File: src/design/walker_pkg.sv
// Constants, register map, descriptor layout and state types for the chain walker.
// Assumes a little-endian 64-bit memory word: byte 0 of the word sits in bits 7:0.
package walker_pkg;

  // Register port widths
  localparam int REG_AW = 8;
  localparam int REG_DW = 32;

  // Register byte offsets
  localparam logic [REG_AW-1:0] OFF_CTRL = 8'h00;
  localparam logic [REG_AW-1:0] OFF_QSIZE = 8'h04;
  localparam logic [REG_AW-1:0] OFF_DESC_LO = 8'h08;
  localparam logic [REG_AW-1:0] OFF_DESC_HI = 8'h0C;
  localparam logic [REG_AW-1:0] OFF_AVAIL_LO = 8'h10;
  localparam logic [REG_AW-1:0] OFF_AVAIL_HI = 8'h14;
  localparam logic [REG_AW-1:0] OFF_STATUS = 8'h18;
  localparam logic [REG_AW-1:0] OFF_INDEX = 8'h1C;
  localparam logic [REG_AW-1:0] OFF_USED_LO = 8'h20;
  localparam logic [REG_AW-1:0] OFF_USED_HI = 8'h24;
  localparam logic [REG_AW-1:0] OFF_NOTIFY = 8'h28;

  // Control field positions
  localparam int CTRL_EN_BIT = 0;
  localparam int CTRL_LEGACY_BIT = 1;
  localparam int CTRL_BIGEND_BIT = 2;
  localparam int CTRL_INDFEAT_BIT = 3;

  // Status field positions
  localparam int STAT_BUSY_BIT = 0;
  localparam int STAT_ERR_BIT = 1;
  localparam int STAT_CODE_LSB = 4;

  // Reset values
  localparam logic [3:0] CTRL_RST = 4'h0;
  localparam logic [15:0] QSIZE_RST = 16'h0100;
  localparam logic [63:0] BASE_RST = 64'h0;

  // Descriptor and ring layout
  localparam logic [15:0] FLAG_NEXT = 16'h0001;
  localparam logic [15:0] FLAG_WRITE = 16'h0002;
  localparam logic [15:0] FLAG_INDIRECT = 16'h0004;
  localparam logic [63:0] DESC_HALF_OFS = 64'h0000_0000_0000_0008;
  localparam logic [63:0] AVAIL_IDX_OFS = 64'h0000_0000_0000_0002;
  localparam logic [63:0] AVAIL_RING_OFS = 64'h0000_0000_0000_0004;
  localparam logic [63:0] AVAIL_TAIL_BYTES = 64'h0000_0000_0000_0006;
  localparam logic [16:0] QSIZE_MAX = 17'h08000;
  localparam int QALIGN_DEF = 4096;

  // Walker states
  typedef enum logic [2:0] {
    S_IDLE, S_IDX, S_HEAD, S_D0, S_D1, S_DECIDE, S_EMIT, S_ERR
  } walk_state_t;

  // Fault codes shown in status
  typedef enum logic [3:0] {
    ERR_NONE, ERR_RANGE, ERR_LONG, ERR_NEST, ERR_IND_NEXT, ERR_IND_FEAT, ERR_IND_LEN, ERR_ORDER
  } err_t;

endpackage

File: src/design/desc_fields.sv
// Splits a fetched 16-byte descriptor into address, length, flags and link.
// Assumes both halves were captured by the walker; purely combinational.
`timescale 1ns/1ps
`default_nettype none

module desc_fields (
  input wire logic [63:0] word_lo,
  input wire logic [63:0] word_hi,
  input wire logic swap,
  output logic [63:0] buf_addr,
  output logic [31:0] buf_len,
  output logic [15:0] flags,
  output logic [15:0] link
);

  ////////////////////////////////////////////////////////////////////////////
  // Byte reversal of one field, used for legacy big-endian guests
  function automatic logic [63:0] rev64(input logic [63:0] w);
    logic [63:0] r;
    r = 64'h0;
    for (int i = 0; i < 8; i++) begin
      r[i*8 +: 8] = w[(7-i)*8 +: 8];
    end
    return r;
  endfunction

  function automatic logic [31:0] rev32(input logic [31:0] w);
    logic [31:0] r;
    r = 32'h0;
    for (int i = 0; i < 4; i++) begin
      r[i*8 +: 8] = w[(3-i)*8 +: 8];
    end
    return r;
  endfunction

  function automatic logic [15:0] rev16(input logic [15:0] w);
    return {w[7:0], w[15:8]};
  endfunction

  ////////////////////////////////////////////////////////////////////////////
  // Record order: address, length, flags, link
  always_comb begin
    buf_addr = swap ? rev64(word_lo) : word_lo;
    buf_len = swap ? rev32(word_hi[31:0]) : word_hi[31:0];
    flags = swap ? rev16(word_hi[47:32]) : word_hi[47:32];
    link = swap ? rev16(word_hi[63:48]) : word_hi[63:48];
  end

endmodule // desc_fields
`default_nettype wire

File: src/design/descriptor_chain_walker.sv
// Walks descriptor chains offered through the available ring and hands out buffers.
// Assumes a memory read port that answers each held request with one 64-bit word,
// and a buffer consumer that may stall with buf_ready.
//
// Chosen here: the plain strobed port and the register offsets.
`timescale 1ns/1ps
`default_nettype none

module descriptor_chain_walker #(
  parameter int QALIGN = walker_pkg::QALIGN_DEF
) (
  input wire logic sys_clk,
  input wire logic rst_n,
  input wire logic [walker_pkg::REG_AW-1:0] reg_addr,
  input wire logic [walker_pkg::REG_DW-1:0] reg_wdata,
  input wire logic reg_wr,
  input wire logic reg_rd,
  output logic [walker_pkg::REG_DW-1:0] reg_rdata,
  output logic mem_req,
  output logic [63:0] mem_addr,
  input wire logic mem_rvalid,
  input wire logic [63:0] mem_rdata,
  output logic buf_valid,
  input wire logic buf_ready,
  output logic [63:0] buf_addr,
  output logic [31:0] buf_len,
  output logic buf_dev_writes,
  output logic buf_last,
  output logic [15:0] buf_head
);
  import walker_pkg::*;

  localparam logic [63:0] QALIGN_M1 = 64'(QALIGN - 1);

  // Software-visible configuration
  logic en_r, legacy_r, bigend_r, indfeat_r;
  logic [15:0] qsz_r;
  logic [63:0] desc_base_r, avail_base_r;
  logic [REG_DW-1:0] rdata_r;

  // Walker state
  walk_state_t state_r;
  err_t err_r;
  logic mem_req_r;
  logic [63:0] mem_addr_r;
  logic [1:0] lane_r;
  logic [15:0] consumed_r, pub_r, head_r, cur_idx_r;
  logic in_ind_r, seen_wr_r, kick_r;
  logic [63:0] ind_base_r, raw_lo_r, raw_hi_r;
  logic [31:0] ind_cnt_r, tcnt_r;
  logic buf_valid_r, buf_wr_r, buf_last_r;
  logic [63:0] buf_addr_r;
  logic [31:0] buf_len_r;

  // Derived values
  logic swap;
  logic [63:0] ring_base, tbl_base, fetch_addr, used_base, avail_end;
  logic [15:0] slot, ring_val, d_flags, d_link;
  logic [63:0] d_addr;
  logic [31:0] d_len, tbl_entries;
  logic f_next, f_write, f_ind;

  ////////////////////////////////////////////////////////////////////////////
  // Helpers

  // Picks one 16-bit ring field out of a fetched word
  function automatic logic [15:0] ring16(input logic [63:0] w, input logic [1:0] lane, input logic sw);
    logic [15:0] s;
    s = w[{lane, 4'h0} +: 16];
    return sw ? {s[7:0], s[15:8]} : s;
  endfunction

  function automatic logic is_pow2(input logic [15:0] v);
    return (v != 16'h0) && ((v & (v - 16'h1)) == 16'h0) && ({1'b0, v} <= QSIZE_MAX);
  endfunction

  ////////////////////////////////////////////////////////////////////////////
  // Layout and addressing
  assign swap = legacy_r & bigend_r;
  assign ring_base = legacy_r ? desc_base_r + {44'h0, qsz_r, 4'h0} : avail_base_r;
  assign avail_end = ring_base + AVAIL_TAIL_BYTES + {47'h0, qsz_r, 1'b0};
  assign used_base = legacy_r ? ((avail_end + QALIGN_M1) & ~QALIGN_M1) : 64'h0;
  assign slot = consumed_r & (qsz_r - 16'h1);
  assign tbl_base = in_ind_r ? ind_base_r : desc_base_r;
  assign tbl_entries = in_ind_r ? ind_cnt_r : {16'h0, qsz_r};
  assign ring_val = ring16(mem_rdata, lane_r, swap);

  // Byte address of the field the current state wants
  always_comb begin
    unique case (state_r)
      S_IDX: fetch_addr = ring_base + AVAIL_IDX_OFS;
      S_HEAD: fetch_addr = ring_base + AVAIL_RING_OFS + {47'h0, slot, 1'b0};
      S_D1: fetch_addr = tbl_base + {44'h0, cur_idx_r, 4'h0} + DESC_HALF_OFS;
      default: fetch_addr = tbl_base + {44'h0, cur_idx_r, 4'h0};
    endcase
  end

  desc_fields u_fields (
    .word_lo(raw_lo_r),
    .word_hi(raw_hi_r),
    .swap(swap),
    .buf_addr(d_addr),
    .buf_len(d_len),
    .flags(d_flags),
    .link(d_link)
  );

  assign f_next = (d_flags & FLAG_NEXT) != 16'h0;
  assign f_write = (d_flags & FLAG_WRITE) != 16'h0;
  assign f_ind = (d_flags & FLAG_INDIRECT) != 16'h0;

  ////////////////////////////////////////////////////////////////////////////
  // Register writes; an illegal queue size is ignored
  always_ff @(posedge sys_clk or negedge rst_n) begin
    if (!rst_n) begin
      {indfeat_r, bigend_r, legacy_r, en_r} <= CTRL_RST;
      qsz_r <= QSIZE_RST;
      desc_base_r <= BASE_RST;
      avail_base_r <= BASE_RST;
    end else if (reg_wr) begin
      unique case (reg_addr)
        OFF_CTRL: begin
          en_r <= reg_wdata[CTRL_EN_BIT];
          legacy_r <= reg_wdata[CTRL_LEGACY_BIT];
          bigend_r <= reg_wdata[CTRL_BIGEND_BIT];
          indfeat_r <= reg_wdata[CTRL_INDFEAT_BIT];
        end
        OFF_QSIZE: if (is_pow2(reg_wdata[15:0])) begin
          qsz_r <= reg_wdata[15:0];
        end
        OFF_DESC_LO: desc_base_r[31:0] <= reg_wdata;
        OFF_DESC_HI: desc_base_r[63:32] <= reg_wdata;
        OFF_AVAIL_LO: avail_base_r[31:0] <= reg_wdata;
        OFF_AVAIL_HI: avail_base_r[63:32] <= reg_wdata;
        default: ;
      endcase
    end
  end

  // Read data stands only in the cycle after the strobe
  always_ff @(posedge sys_clk or negedge rst_n) begin
    if (!rst_n) begin
      rdata_r <= 32'h0;
    end else if (!reg_rd) begin
      rdata_r <= 32'h0;
    end else begin
      unique case (reg_addr)
        OFF_CTRL: rdata_r <= {28'h0, indfeat_r, bigend_r, legacy_r, en_r};
        OFF_QSIZE: rdata_r <= {16'h0, qsz_r};
        OFF_DESC_LO: rdata_r <= desc_base_r[31:0];
        OFF_DESC_HI: rdata_r <= desc_base_r[63:32];
        OFF_AVAIL_LO: rdata_r <= avail_base_r[31:0];
        OFF_AVAIL_HI: rdata_r <= avail_base_r[63:32];
        OFF_STATUS: rdata_r <= {24'h0, err_r, 2'b00, err_r != ERR_NONE, state_r != S_IDLE};
        OFF_INDEX: rdata_r <= {pub_r, consumed_r};
        OFF_USED_LO: rdata_r <= used_base[31:0];
        OFF_USED_HI: rdata_r <= used_base[63:32];
        default: rdata_r <= 32'h0;
      endcase
    end
  end

  ////////////////////////////////////////////////////////////////////////////
  // Walker: ring index, head, descriptor halves, decision, hand-out.
  // Memory is only ever read, and only descriptor and ring words: payload
  // is never touched here, the consumer moves it by direction.
  // Disable waits for an outstanding read so no answer is stranded.
  always_ff @(posedge sys_clk or negedge rst_n) begin
    if (!rst_n) begin
      state_r <= S_IDLE;
      err_r <= ERR_NONE;
      mem_req_r <= 1'b0;
      mem_addr_r <= 64'h0;
      lane_r <= 2'h0;
      consumed_r <= 16'h0;
      pub_r <= 16'h0;
      head_r <= 16'h0;
      cur_idx_r <= 16'h0;
      in_ind_r <= 1'b0;
      seen_wr_r <= 1'b0;
      kick_r <= 1'b0;
      ind_base_r <= 64'h0;
      ind_cnt_r <= 32'h0;
      tcnt_r <= 32'h0;
      raw_lo_r <= 64'h0;
      raw_hi_r <= 64'h0;
      buf_valid_r <= 1'b0;
      buf_wr_r <= 1'b0;
      buf_last_r <= 1'b0;
      buf_addr_r <= 64'h0;
      buf_len_r <= 32'h0;
    end else if (!en_r && (!mem_req_r || mem_rvalid)) begin
      state_r <= S_IDLE;
      err_r <= ERR_NONE;
      mem_req_r <= 1'b0;
      consumed_r <= 16'h0;
      pub_r <= 16'h0;
      kick_r <= 1'b0;
      buf_valid_r <= 1'b0;
    end else begin
      // Doorbell: a write during the idle transition still counts
      if (reg_wr && reg_addr == OFF_NOTIFY && state_r != S_IDLE) begin
        kick_r <= 1'b1;
      end else if (state_r == S_IDLE && en_r) begin
        kick_r <= 1'b0;
      end
      unique case (state_r)
        S_IDLE: if (en_r && (kick_r || (reg_wr && reg_addr == OFF_NOTIFY))) begin
          state_r <= S_IDX;
        end
        S_IDX, S_HEAD, S_D0, S_D1: if (!mem_req_r) begin
          if (en_r) begin
            mem_req_r <= 1'b1;
            mem_addr_r <= {fetch_addr[63:3], 3'h0};
            lane_r <= fetch_addr[2:1];
          end
        end else if (mem_rvalid) begin
          mem_req_r <= 1'b0;
          if (state_r == S_IDX) begin
            pub_r <= ring_val;
            state_r <= (ring_val == consumed_r) ? S_IDLE : S_HEAD;
          end else if (state_r == S_HEAD) begin
            head_r <= ring_val;
            cur_idx_r <= ring_val;
            in_ind_r <= 1'b0;
            seen_wr_r <= 1'b0;
            tcnt_r <= 32'h0;
            if ({16'h0, ring_val} < {16'h0, qsz_r}) begin
              state_r <= S_D0;
            end else begin
              err_r <= ERR_RANGE;
              state_r <= S_ERR;
            end
          end else if (state_r == S_D0) begin
            raw_lo_r <= mem_rdata;
            state_r <= S_D1;
          end else begin
            raw_hi_r <= mem_rdata;
            state_r <= S_DECIDE;
          end
        end
        S_DECIDE: begin
          if (tcnt_r >= tbl_entries) begin
            err_r <= ERR_LONG;
            state_r <= S_ERR;
          end else if (f_ind) begin
            // Write flag of this descriptor plays no part
            if (in_ind_r) begin
              err_r <= ERR_NEST;
              state_r <= S_ERR;
            end else if (f_next) begin
              err_r <= ERR_IND_NEXT;
              state_r <= S_ERR;
            end else if (!indfeat_r) begin
              err_r <= ERR_IND_FEAT;
              state_r <= S_ERR;
            end else if (d_len == 32'h0 || d_len[3:0] != 4'h0) begin
              err_r <= ERR_IND_LEN;
              state_r <= S_ERR;
            end else begin
              ind_base_r <= d_addr;
              ind_cnt_r <= {4'h0, d_len[31:4]};
              in_ind_r <= 1'b1;
              cur_idx_r <= 16'h0;
              tcnt_r <= 32'h0;
              state_r <= S_D0;
            end
          end else if (seen_wr_r && !f_write) begin
            err_r <= ERR_ORDER;
            state_r <= S_ERR;
          end else begin
            buf_valid_r <= 1'b1;
            buf_addr_r <= d_addr;
            buf_len_r <= d_len;
            buf_wr_r <= f_write;
            buf_last_r <= !f_next;
            seen_wr_r <= seen_wr_r | f_write;
            tcnt_r <= tcnt_r + 32'h1;
            state_r <= S_EMIT;
          end
        end
        S_EMIT: if (buf_ready) begin
          buf_valid_r <= 1'b0;
          if (buf_last_r) begin
            consumed_r <= consumed_r + 16'h1;
            state_r <= S_IDX;
          end else if ({16'h0, d_link} < tbl_entries) begin
            cur_idx_r <= d_link;
            state_r <= S_D0;
          end else begin
            err_r <= ERR_RANGE;
            state_r <= S_ERR;
          end
        end
        S_ERR: ;
      endcase
    end
  end

  ////////////////////////////////////////////////////////////////////////////
  // Outputs straight from flops
  assign reg_rdata = rdata_r;
  assign mem_req = mem_req_r;
  assign mem_addr = mem_addr_r;
  assign buf_valid = buf_valid_r;
  assign buf_addr = buf_addr_r;
  assign buf_len = buf_len_r;
  assign buf_dev_writes = buf_wr_r;
  assign buf_last = buf_last_r;
  assign buf_head = head_r;

endmodule // descriptor_chain_walker
`default_nettype wire

File: config.mk
export PLATFORM = sky130hd
export DESIGN_NAME = descriptor_chain_walker
export DESIGN_NICKNAME = d
export VERILOG_FILES = /design/src/design/walker_pkg.sv /design/src/design/desc_fields.sv /design/src/design/descriptor_chain_walker.sv
export SDC_FILE = /design/constraint.sdc
export NUM_CORES = 2
export LEC_CHECK = 0
export BUFFER_PORTS_ARGS = -buffer_cell sky130_fd_sc_hd__buf_2
export CAP_MARGIN = 40
export CORE_MARGIN = 10
export CORE_UTILIZATION = 40
export DETAILED_ROUTE_END_ITERATION = 8
export PLACE_DENSITY = 0.56
export SETUP_SLACK_MARGIN = 0.5
export SLEW_MARGIN = 20
export SYNTH_ARGS = -nofsm -noshare
export SYNTH_HDL_FRONTEND = slang
export SYNTH_SLANG_ARGS = --single-unit
File: constraint.sdc
create_clock -name sys_clk -period 8.2 [get_ports sys_clk]
set_input_delay 1.23 -clock sys_clk [delete_from_list [all_inputs] [get_ports sys_clk]]
set_output_delay 1.23 -clock sys_clk [all_outputs]
set_load 0.03 [all_outputs]
After elaboration in Yosys (flattened, before gate mapping)
Cells that the tools add are included.
{"block": "classes", "bitwise": 15, "order_cmp": 4, "mux": 113, "add_sub_neg": 13, "reduce_logical": 58, "n_eq_ne": 51, "n_shift": 1}
{"cell": "$mux 32", "n": 13}
{"cell": "$mux 16", "n": 24}
{"cell": "$pmux 32 s10", "n": 1}
{"cell": "$mux 64", "n": 4}
{"cell": "$pmux 64 s3", "n": 1}
{"cell": "$add 64x17->64", "n": 2}
{"cell": "$add 64x20->64", "n": 2}
{"cell": "$add 64x3->64 const B", "n": 2}
{"cell": "$add 64x12->64 const B", "n": 1}
{"cell": "$add 64x2->64 const B", "n": 1}
{"cell": "$add 64x4->64 const B", "n": 1}
{"cell": "$mux 4", "n": 16}
{"cell": "$pmux 32 s2", "n": 1}
{"cell": "$shiftx 64x7->16", "n": 1}
{"cell": "$mux 3", "n": 17}
{"cell": "$ne 3x3->1 const B", "n": 16}
{"cell": "$pmux 16 s3", "n": 1}
{"cell": "$add 32x1->32 const B", "n": 1}
{"cell": "$and 16x16->16", "n": 2}
{"cell": "$eq 8x5->1 const B", "n": 4}
{"cell": "$ge 32x28->1", "n": 1}
{"cell": "$logic_not 32->1", "n": 1}
{"cell": "$sub 16x1->16 const B", "n": 2}
{"cell": "$ne 2x2->1 const B", "n": 15}
{"cell": "46 further kinds", "n": 125}
{"block": "word_totals", "register_bits": 669, "input_bits": 110}

Depth between registers and ports, before layout
{"block": "logic_depth", "word_depth": 12, "depth_mapped": 27, "ltp_nobuf": 22}

Cells and area by module
Synthesis repeated with hierarchy kept, for this count alone.
{"block": "unflattened", "cells_unflattened": 4611, "area_unflattened_um2": 44841.8}
{"module": "descriptor_chain_walker", "n_inst": 1, "area_each_um2": 43222.7, "cells_each": 4469, "seq_area_each_um2": 16692.3}
{"module": "desc_fields", "n_inst": 1, "area_each_um2": 1619.1, "cells_each": 142, "seq_area_each_um2": 0.0}

Least setup slack after synthesis
No wires, ideal clock.
{"block": "synth_timing", "path_kind": "register to register", "start": "register in_ind_r", "end": "register mem_addr_r[34], in the netlist mem_addr[34]", "t_arrival_ns": 7.345, "path_stages_with_launch": 27, "path_buffers": 12, "slack_ns": 0.735, "t_required_ns": 8.080, "period_less_slack_ns": 7.465, "cell_sequence": "dfrtp_1 buf_2 buf_2 buf_1 buf_2 buf_2 buf_2 buf_2 buf_1 clkbuf_1 buf_1 mux2_2 ha_1 clkbuf_1 nand2_1 a2111oi_0 a21oi_1 o31a_1 mux2i_1 a2111oi_0 and3b_1 clkbuf_1 nand3_1 nor2_1 mux2i_1 nand2_1 a31o_2"}
{"block": "synth_between", "elab_chain_cells": 4}
{"element": "start, declared", "line_no": "descriptor_chain_walker.sv:48", "text": "logic in_ind_r, seen_wr_r, kick_r;"}
{"element": "start signal, assigned", "line_no": "descriptor_chain_walker.sv:179", "text": "in_ind_r <= 1'b0;"}
{"element": "start signal, assigned", "line_no": "descriptor_chain_walker.sv:225", "text": "in_ind_r <= 1'b0;"}
{"element": "start signal, assigned", "line_no": "descriptor_chain_walker.sv:263", "text": "in_ind_r <= 1'b1;"}
{"element": "$mux 64 *", "line_no": "descriptor_chain_walker.sv:84", "text": "assign tbl_base = in_ind_r ? ind_base_r : desc_base_r;"}
{"element": "$add 64x20->64 *", "line_no": "descriptor_chain_walker.sv:93, descriptor_chain_walker.sv:94"}
{"element": "$add 64x4->64", "line_no": "descriptor_chain_walker.sv:93", "text": "S_D1: fetch_addr = tbl_base + {44'h0, cur_idx_r, 4'h0} + DESC_HALF_OFS;"}
{"element": "$pmux 64 s3 *", "line_no": "descriptor_chain_walker.sv:90", "text": "unique case (state_r)"}
{"element": "end signal, assigned", "line_no": "descriptor_chain_walker.sv:214", "text": "mem_addr_r <= {fetch_addr[63:3], 3'h0};"}
{"element": "end, declared", "line_no": "descriptor_chain_walker.sv:45", "text": "logic [63:0] mem_addr_r;"}
Every way passes the cells marked *; elsewhere a longest branch is shown, timed or not.
A chain may end at the register's enable or synchronous reset.

Final worst setup path
{"block": "layout_timing", "start": "register qsz_r[0]", "end": "register mem_addr_r[37], in the netlist mem_addr[37]"}
{"block": "layout_between", "elab_chain_cells": 5, "word_cells_on_any_way": 8, "cone_classes": "add/sub: 5; mux: 2; bitwise: 1"}
{"element": "start, declared", "line_no": "descriptor_chain_walker.sv:37", "text": "logic [15:0] qsz_r;"}
{"element": "start signal, assigned", "line_no": "descriptor_chain_walker.sv:129", "text": "qsz_r <= reg_wdata[15:0];"}
{"element": "$add 64x20->64", "line_no": "descriptor_chain_walker.sv:80", "text": "assign ring_base = legacy_r ? desc_base_r + {44'h0, qsz_r, 4'h0} : avail_base_r;"}
{"element": "$mux 64", "line_no": "descriptor_chain_walker.sv:80"}
{"element": "$add 64x3->64", "line_no": "descriptor_chain_walker.sv:92", "text": "S_HEAD: fetch_addr = ring_base + AVAIL_RING_OFS + {47'h0, slot, 1'b0};"}
{"element": "$add 64x17->64", "line_no": "descriptor_chain_walker.sv:92"}
{"element": "$pmux 64 s3 *", "line_no": "descriptor_chain_walker.sv:90"}
Marked as above.

==> results.json <==
{
  "cts_hold_buf": 0,
  "ys_seq_area_share_pct": 37.1,
  "async_flop_share_pct": 100,
  "critPathCaptureType": "register",
  "drive_above_1_share_pct": 19.5,
  "nNetsFinal": 5476,
  "hpwl_um": 174000,
  "grt.total_usage_pct": 34.2,
  "port_buffers": 318,
  "clk_pin_slew_ps": 60,
  "crit_slowest_cell": "nor3_1",
  "synth_cells": 4913,
  "path_max_fanout": 11,
  "synth_fa_ha_area_share_pct": 4.69,
  "hold_viol": 0,
  "synth_edf_count": 0,
  "leakagePower_nw": 23.2,
  "multi_input_area_um2": 26400,
  "synth_cell_types": 96,
  "powerDensity_nw_per_um2": 155,
  "path_common_cell": "ha_1",
  "start_util_pct": 40.2,
  "setup_tns_ps": 0,
  "grt_pass1_vias": 40735,
  "wl_per_cell_um": 33.0,
  "fin_crit_sh_pct": 85.7,
  "syn_avg_cell_area_um2": 9.03,
  "final_cells": 6755,
  "rsz0062_at_grt": "false",
  "cts_max_path_buffers": 3,
  "whs_ps": 469,
  "arrival_ps": 7570,
  "slowest_delay_ps": 540,
  "fill_cells": 10811,
  "synth.most_common_cell": "dfrtp_1",
  "overflow": 0,
  "fp.coreArea_um2": 110000,
  "h-tree-depth": 3,
  "clock-root-buffer": "clkbuf_16",
  "path_class": "register to register",
  "placed_cells": 6597,
  "outcome": "finished clean",
  "place.gp.congestion": 1.06,
  "clock-sinks": 657,
  "worstHoldStart": "buf_dev_writes",
  "via_per_inst": 6.44,
  "cp-startpoint": "qsz_r[0]",
  "cts_tree": "yes",
  "design.portCount": 322,
  "dieHeight_um": 353,
  "worstSkewPairLatency_ps": 690,
  "rr_startpoint": "qsz_r[0]",
  "dr.first_iter.drc_count": 5827,
  "rows": 122,
  "max-cap-violations": 0,
  "ant_nets": 0,
  "slew_viol_final": 0,
  "netlist_area_um2": 44400,
  "skew_ps": 43.5,
  "worstPathRequired_ps": 8740,
  "critical_path_depth": 22,
  "ys.flop_type": "dfrtp_1",
  "fmax_mhz": 142,
  "via_count": 43494,
  "yosysTopAreaCellShare_pct": 37.0,
  "synth_warnings": 0,
  "cts_buffers": 78,
  "setup_violations": 0,
  "grt_max_degree": 164,
  "synth_area_leaders": "dfrtp_1, mux2_2, nand2_1",
  "design.die.area_um2": 125000,
  "worstMarginPinSlew_ps": 1110,
  "synth-xor-area-share_pct": 4.84,
  "synth_top_family_by_area": "compound AO/OA/AOI/OAI gates",
  "ys_top_cells_by_count": "dfrtp_1, nand2_1, o21ai_0",
  "yosys.area_share.simple_pct": 17.8,
  "peakVddDrop_mv": 0.155,
  "hp-class": "register to register",
  "crit_path_start_kind": "register",
  "cp_top_family": "compound AO/OA/AOI/OAI gates",
  "drc": 0,
  "muxShareOfSynthArea_pct": 13.3,
  "crit_buf_inv": 1,
  "worstRegToRegCells": 22,
  "wirelength_um": 223000,
  "path_cells": "ha_1, fa_1, a211oi_1, o21bai_1, o21ai_0, xnor2_1, a21oi_1, inv_1, ha_1, ha_1, and3_1, a221o_1, a21oi_1, o211ai_1, a31o_2, nand2_1, nor3_1, nand2_1, a211o_1, mux2_2, a221oi_1, o21ai_0",
  "maxSlewHeadroom_pct": 25.8,
  "synth_compound_area_share_pct": 18.6,
  "die_w_um": 353,
  "syn_to_final_growth_pct": 15.2,
  "period_minus_slack_ps": 7030,
  "postCtsSetupBuffers": 0,
  "cts_resized": 0,
  "synth_top_cell_by_area": "dfrtp_1",
  "firstDrtPassIters": 7,
  "whs_path_depth": 1,
  "seqCellArea_um2": 16400,
  "grt_pass1_wl_um": 312000,
  "antenna_found_initial": 11,
  "synth_seq_cells": 657
}
[sequential cells by signal (all words and copies together), names as in the netlist, 2 cells and up]
signal / count
consumed_r: 16
tcnt_r: 32
ind_cnt_r: 28
qsz_r: 16
pub_r: 16
lane_r: 2
reg_rdata: 32
buf_head: 16
mem_addr: 61
buf_len: 32
buf_addr: 64
state_r: 3
ind_base_r: 63
raw_lo_r: 64
err_r: 3
raw_hi_r: 54
desc_base_r: 64
avail_base_r: 64
cur_idx_r: 16
[power breakdown]
part | internal (W) | leakage (nW) | switching (W)
clock network | 0.00221 | 1.35 | 0.00157
registers | 0.00329 | 9.04 | 0.0000945
logic | 0.000213 | 12.8 | 0.000523
[metal layers]
metal	wire (µm)	track usage (%)
met1	88900	44.7
met2	94300	50.9
met3	24800	9.63
met4	14900	18.3
met5	69	0
[path summary, 6_finish.rpt]
kind	slack, ps	end
worst min-delay path	470	buf_dev_writes
worst min register to register	470	buf_dev_writes
worst max register to register	1170	mem_addr[37]
worst max-delay path	1170	mem_addr[37]
min in group asynchronous	490	consumed_r[14]
max in group asynchronous	6290	ind_base_r[28]
[area by class of cell]
class | instances | area share [%]
well taps | 1488 | 3.64
flip-flops and latches | 657 | 32.2
inverters | 119 | 0.874
repair buffers | 501 | 6.07
multi-input cells | 3847 | 51.8
diodes | 2 | 0.00980
clock inverters | 26 | 0.808
clock buffers | 115 | 4.63
[per-stage QoR]
stage	utilization (%)	power [W]	setup slack (ps)	instance area, µm²
floorplan	-	0.00373	735	44400
global placement	43.4	0.00414	1480	47900
detailed placement	43.6	0.00415	1510	48100
CTS	46.1	0.00793	1490	50900
global route	46.3	0.00809	971	51100
finish	46.3	0.00791	1170	51100
[kinds of logic after synthesis]
kind of cell,after synthesis
compound gates,1287
mux,534
buf+inv,411
xor+xnor,245
other cells,1
flops,657
fa+ha+maj,165
simple gates,1613
[cell usage in the layout (no fill, tap or decap), drive strengths merged, types with 18 or more instances in the layout]
cell type    n
a31oi       52
and3        45
or3         60
mux2i      218
nand2      595
o31ai       24
or4         29
xor2        96
o21ai      410
inv        122
nor3       125
and2        36
a222oi      25
a21o        66
or2         25
clkbuf     122
mux2       300
nand4       93
nand2b      33
o22ai       44
a22oi       61
a211oi      39
a221oi      48
nor2       267
ha         159
nor4        54
xnor2      149
nand3b      21
a21oi      268
o21a        18
dfrtp      656
nor2b       31
nand3      128
buf        494
o211ai      27
Power figures use the tool's default switching activity.
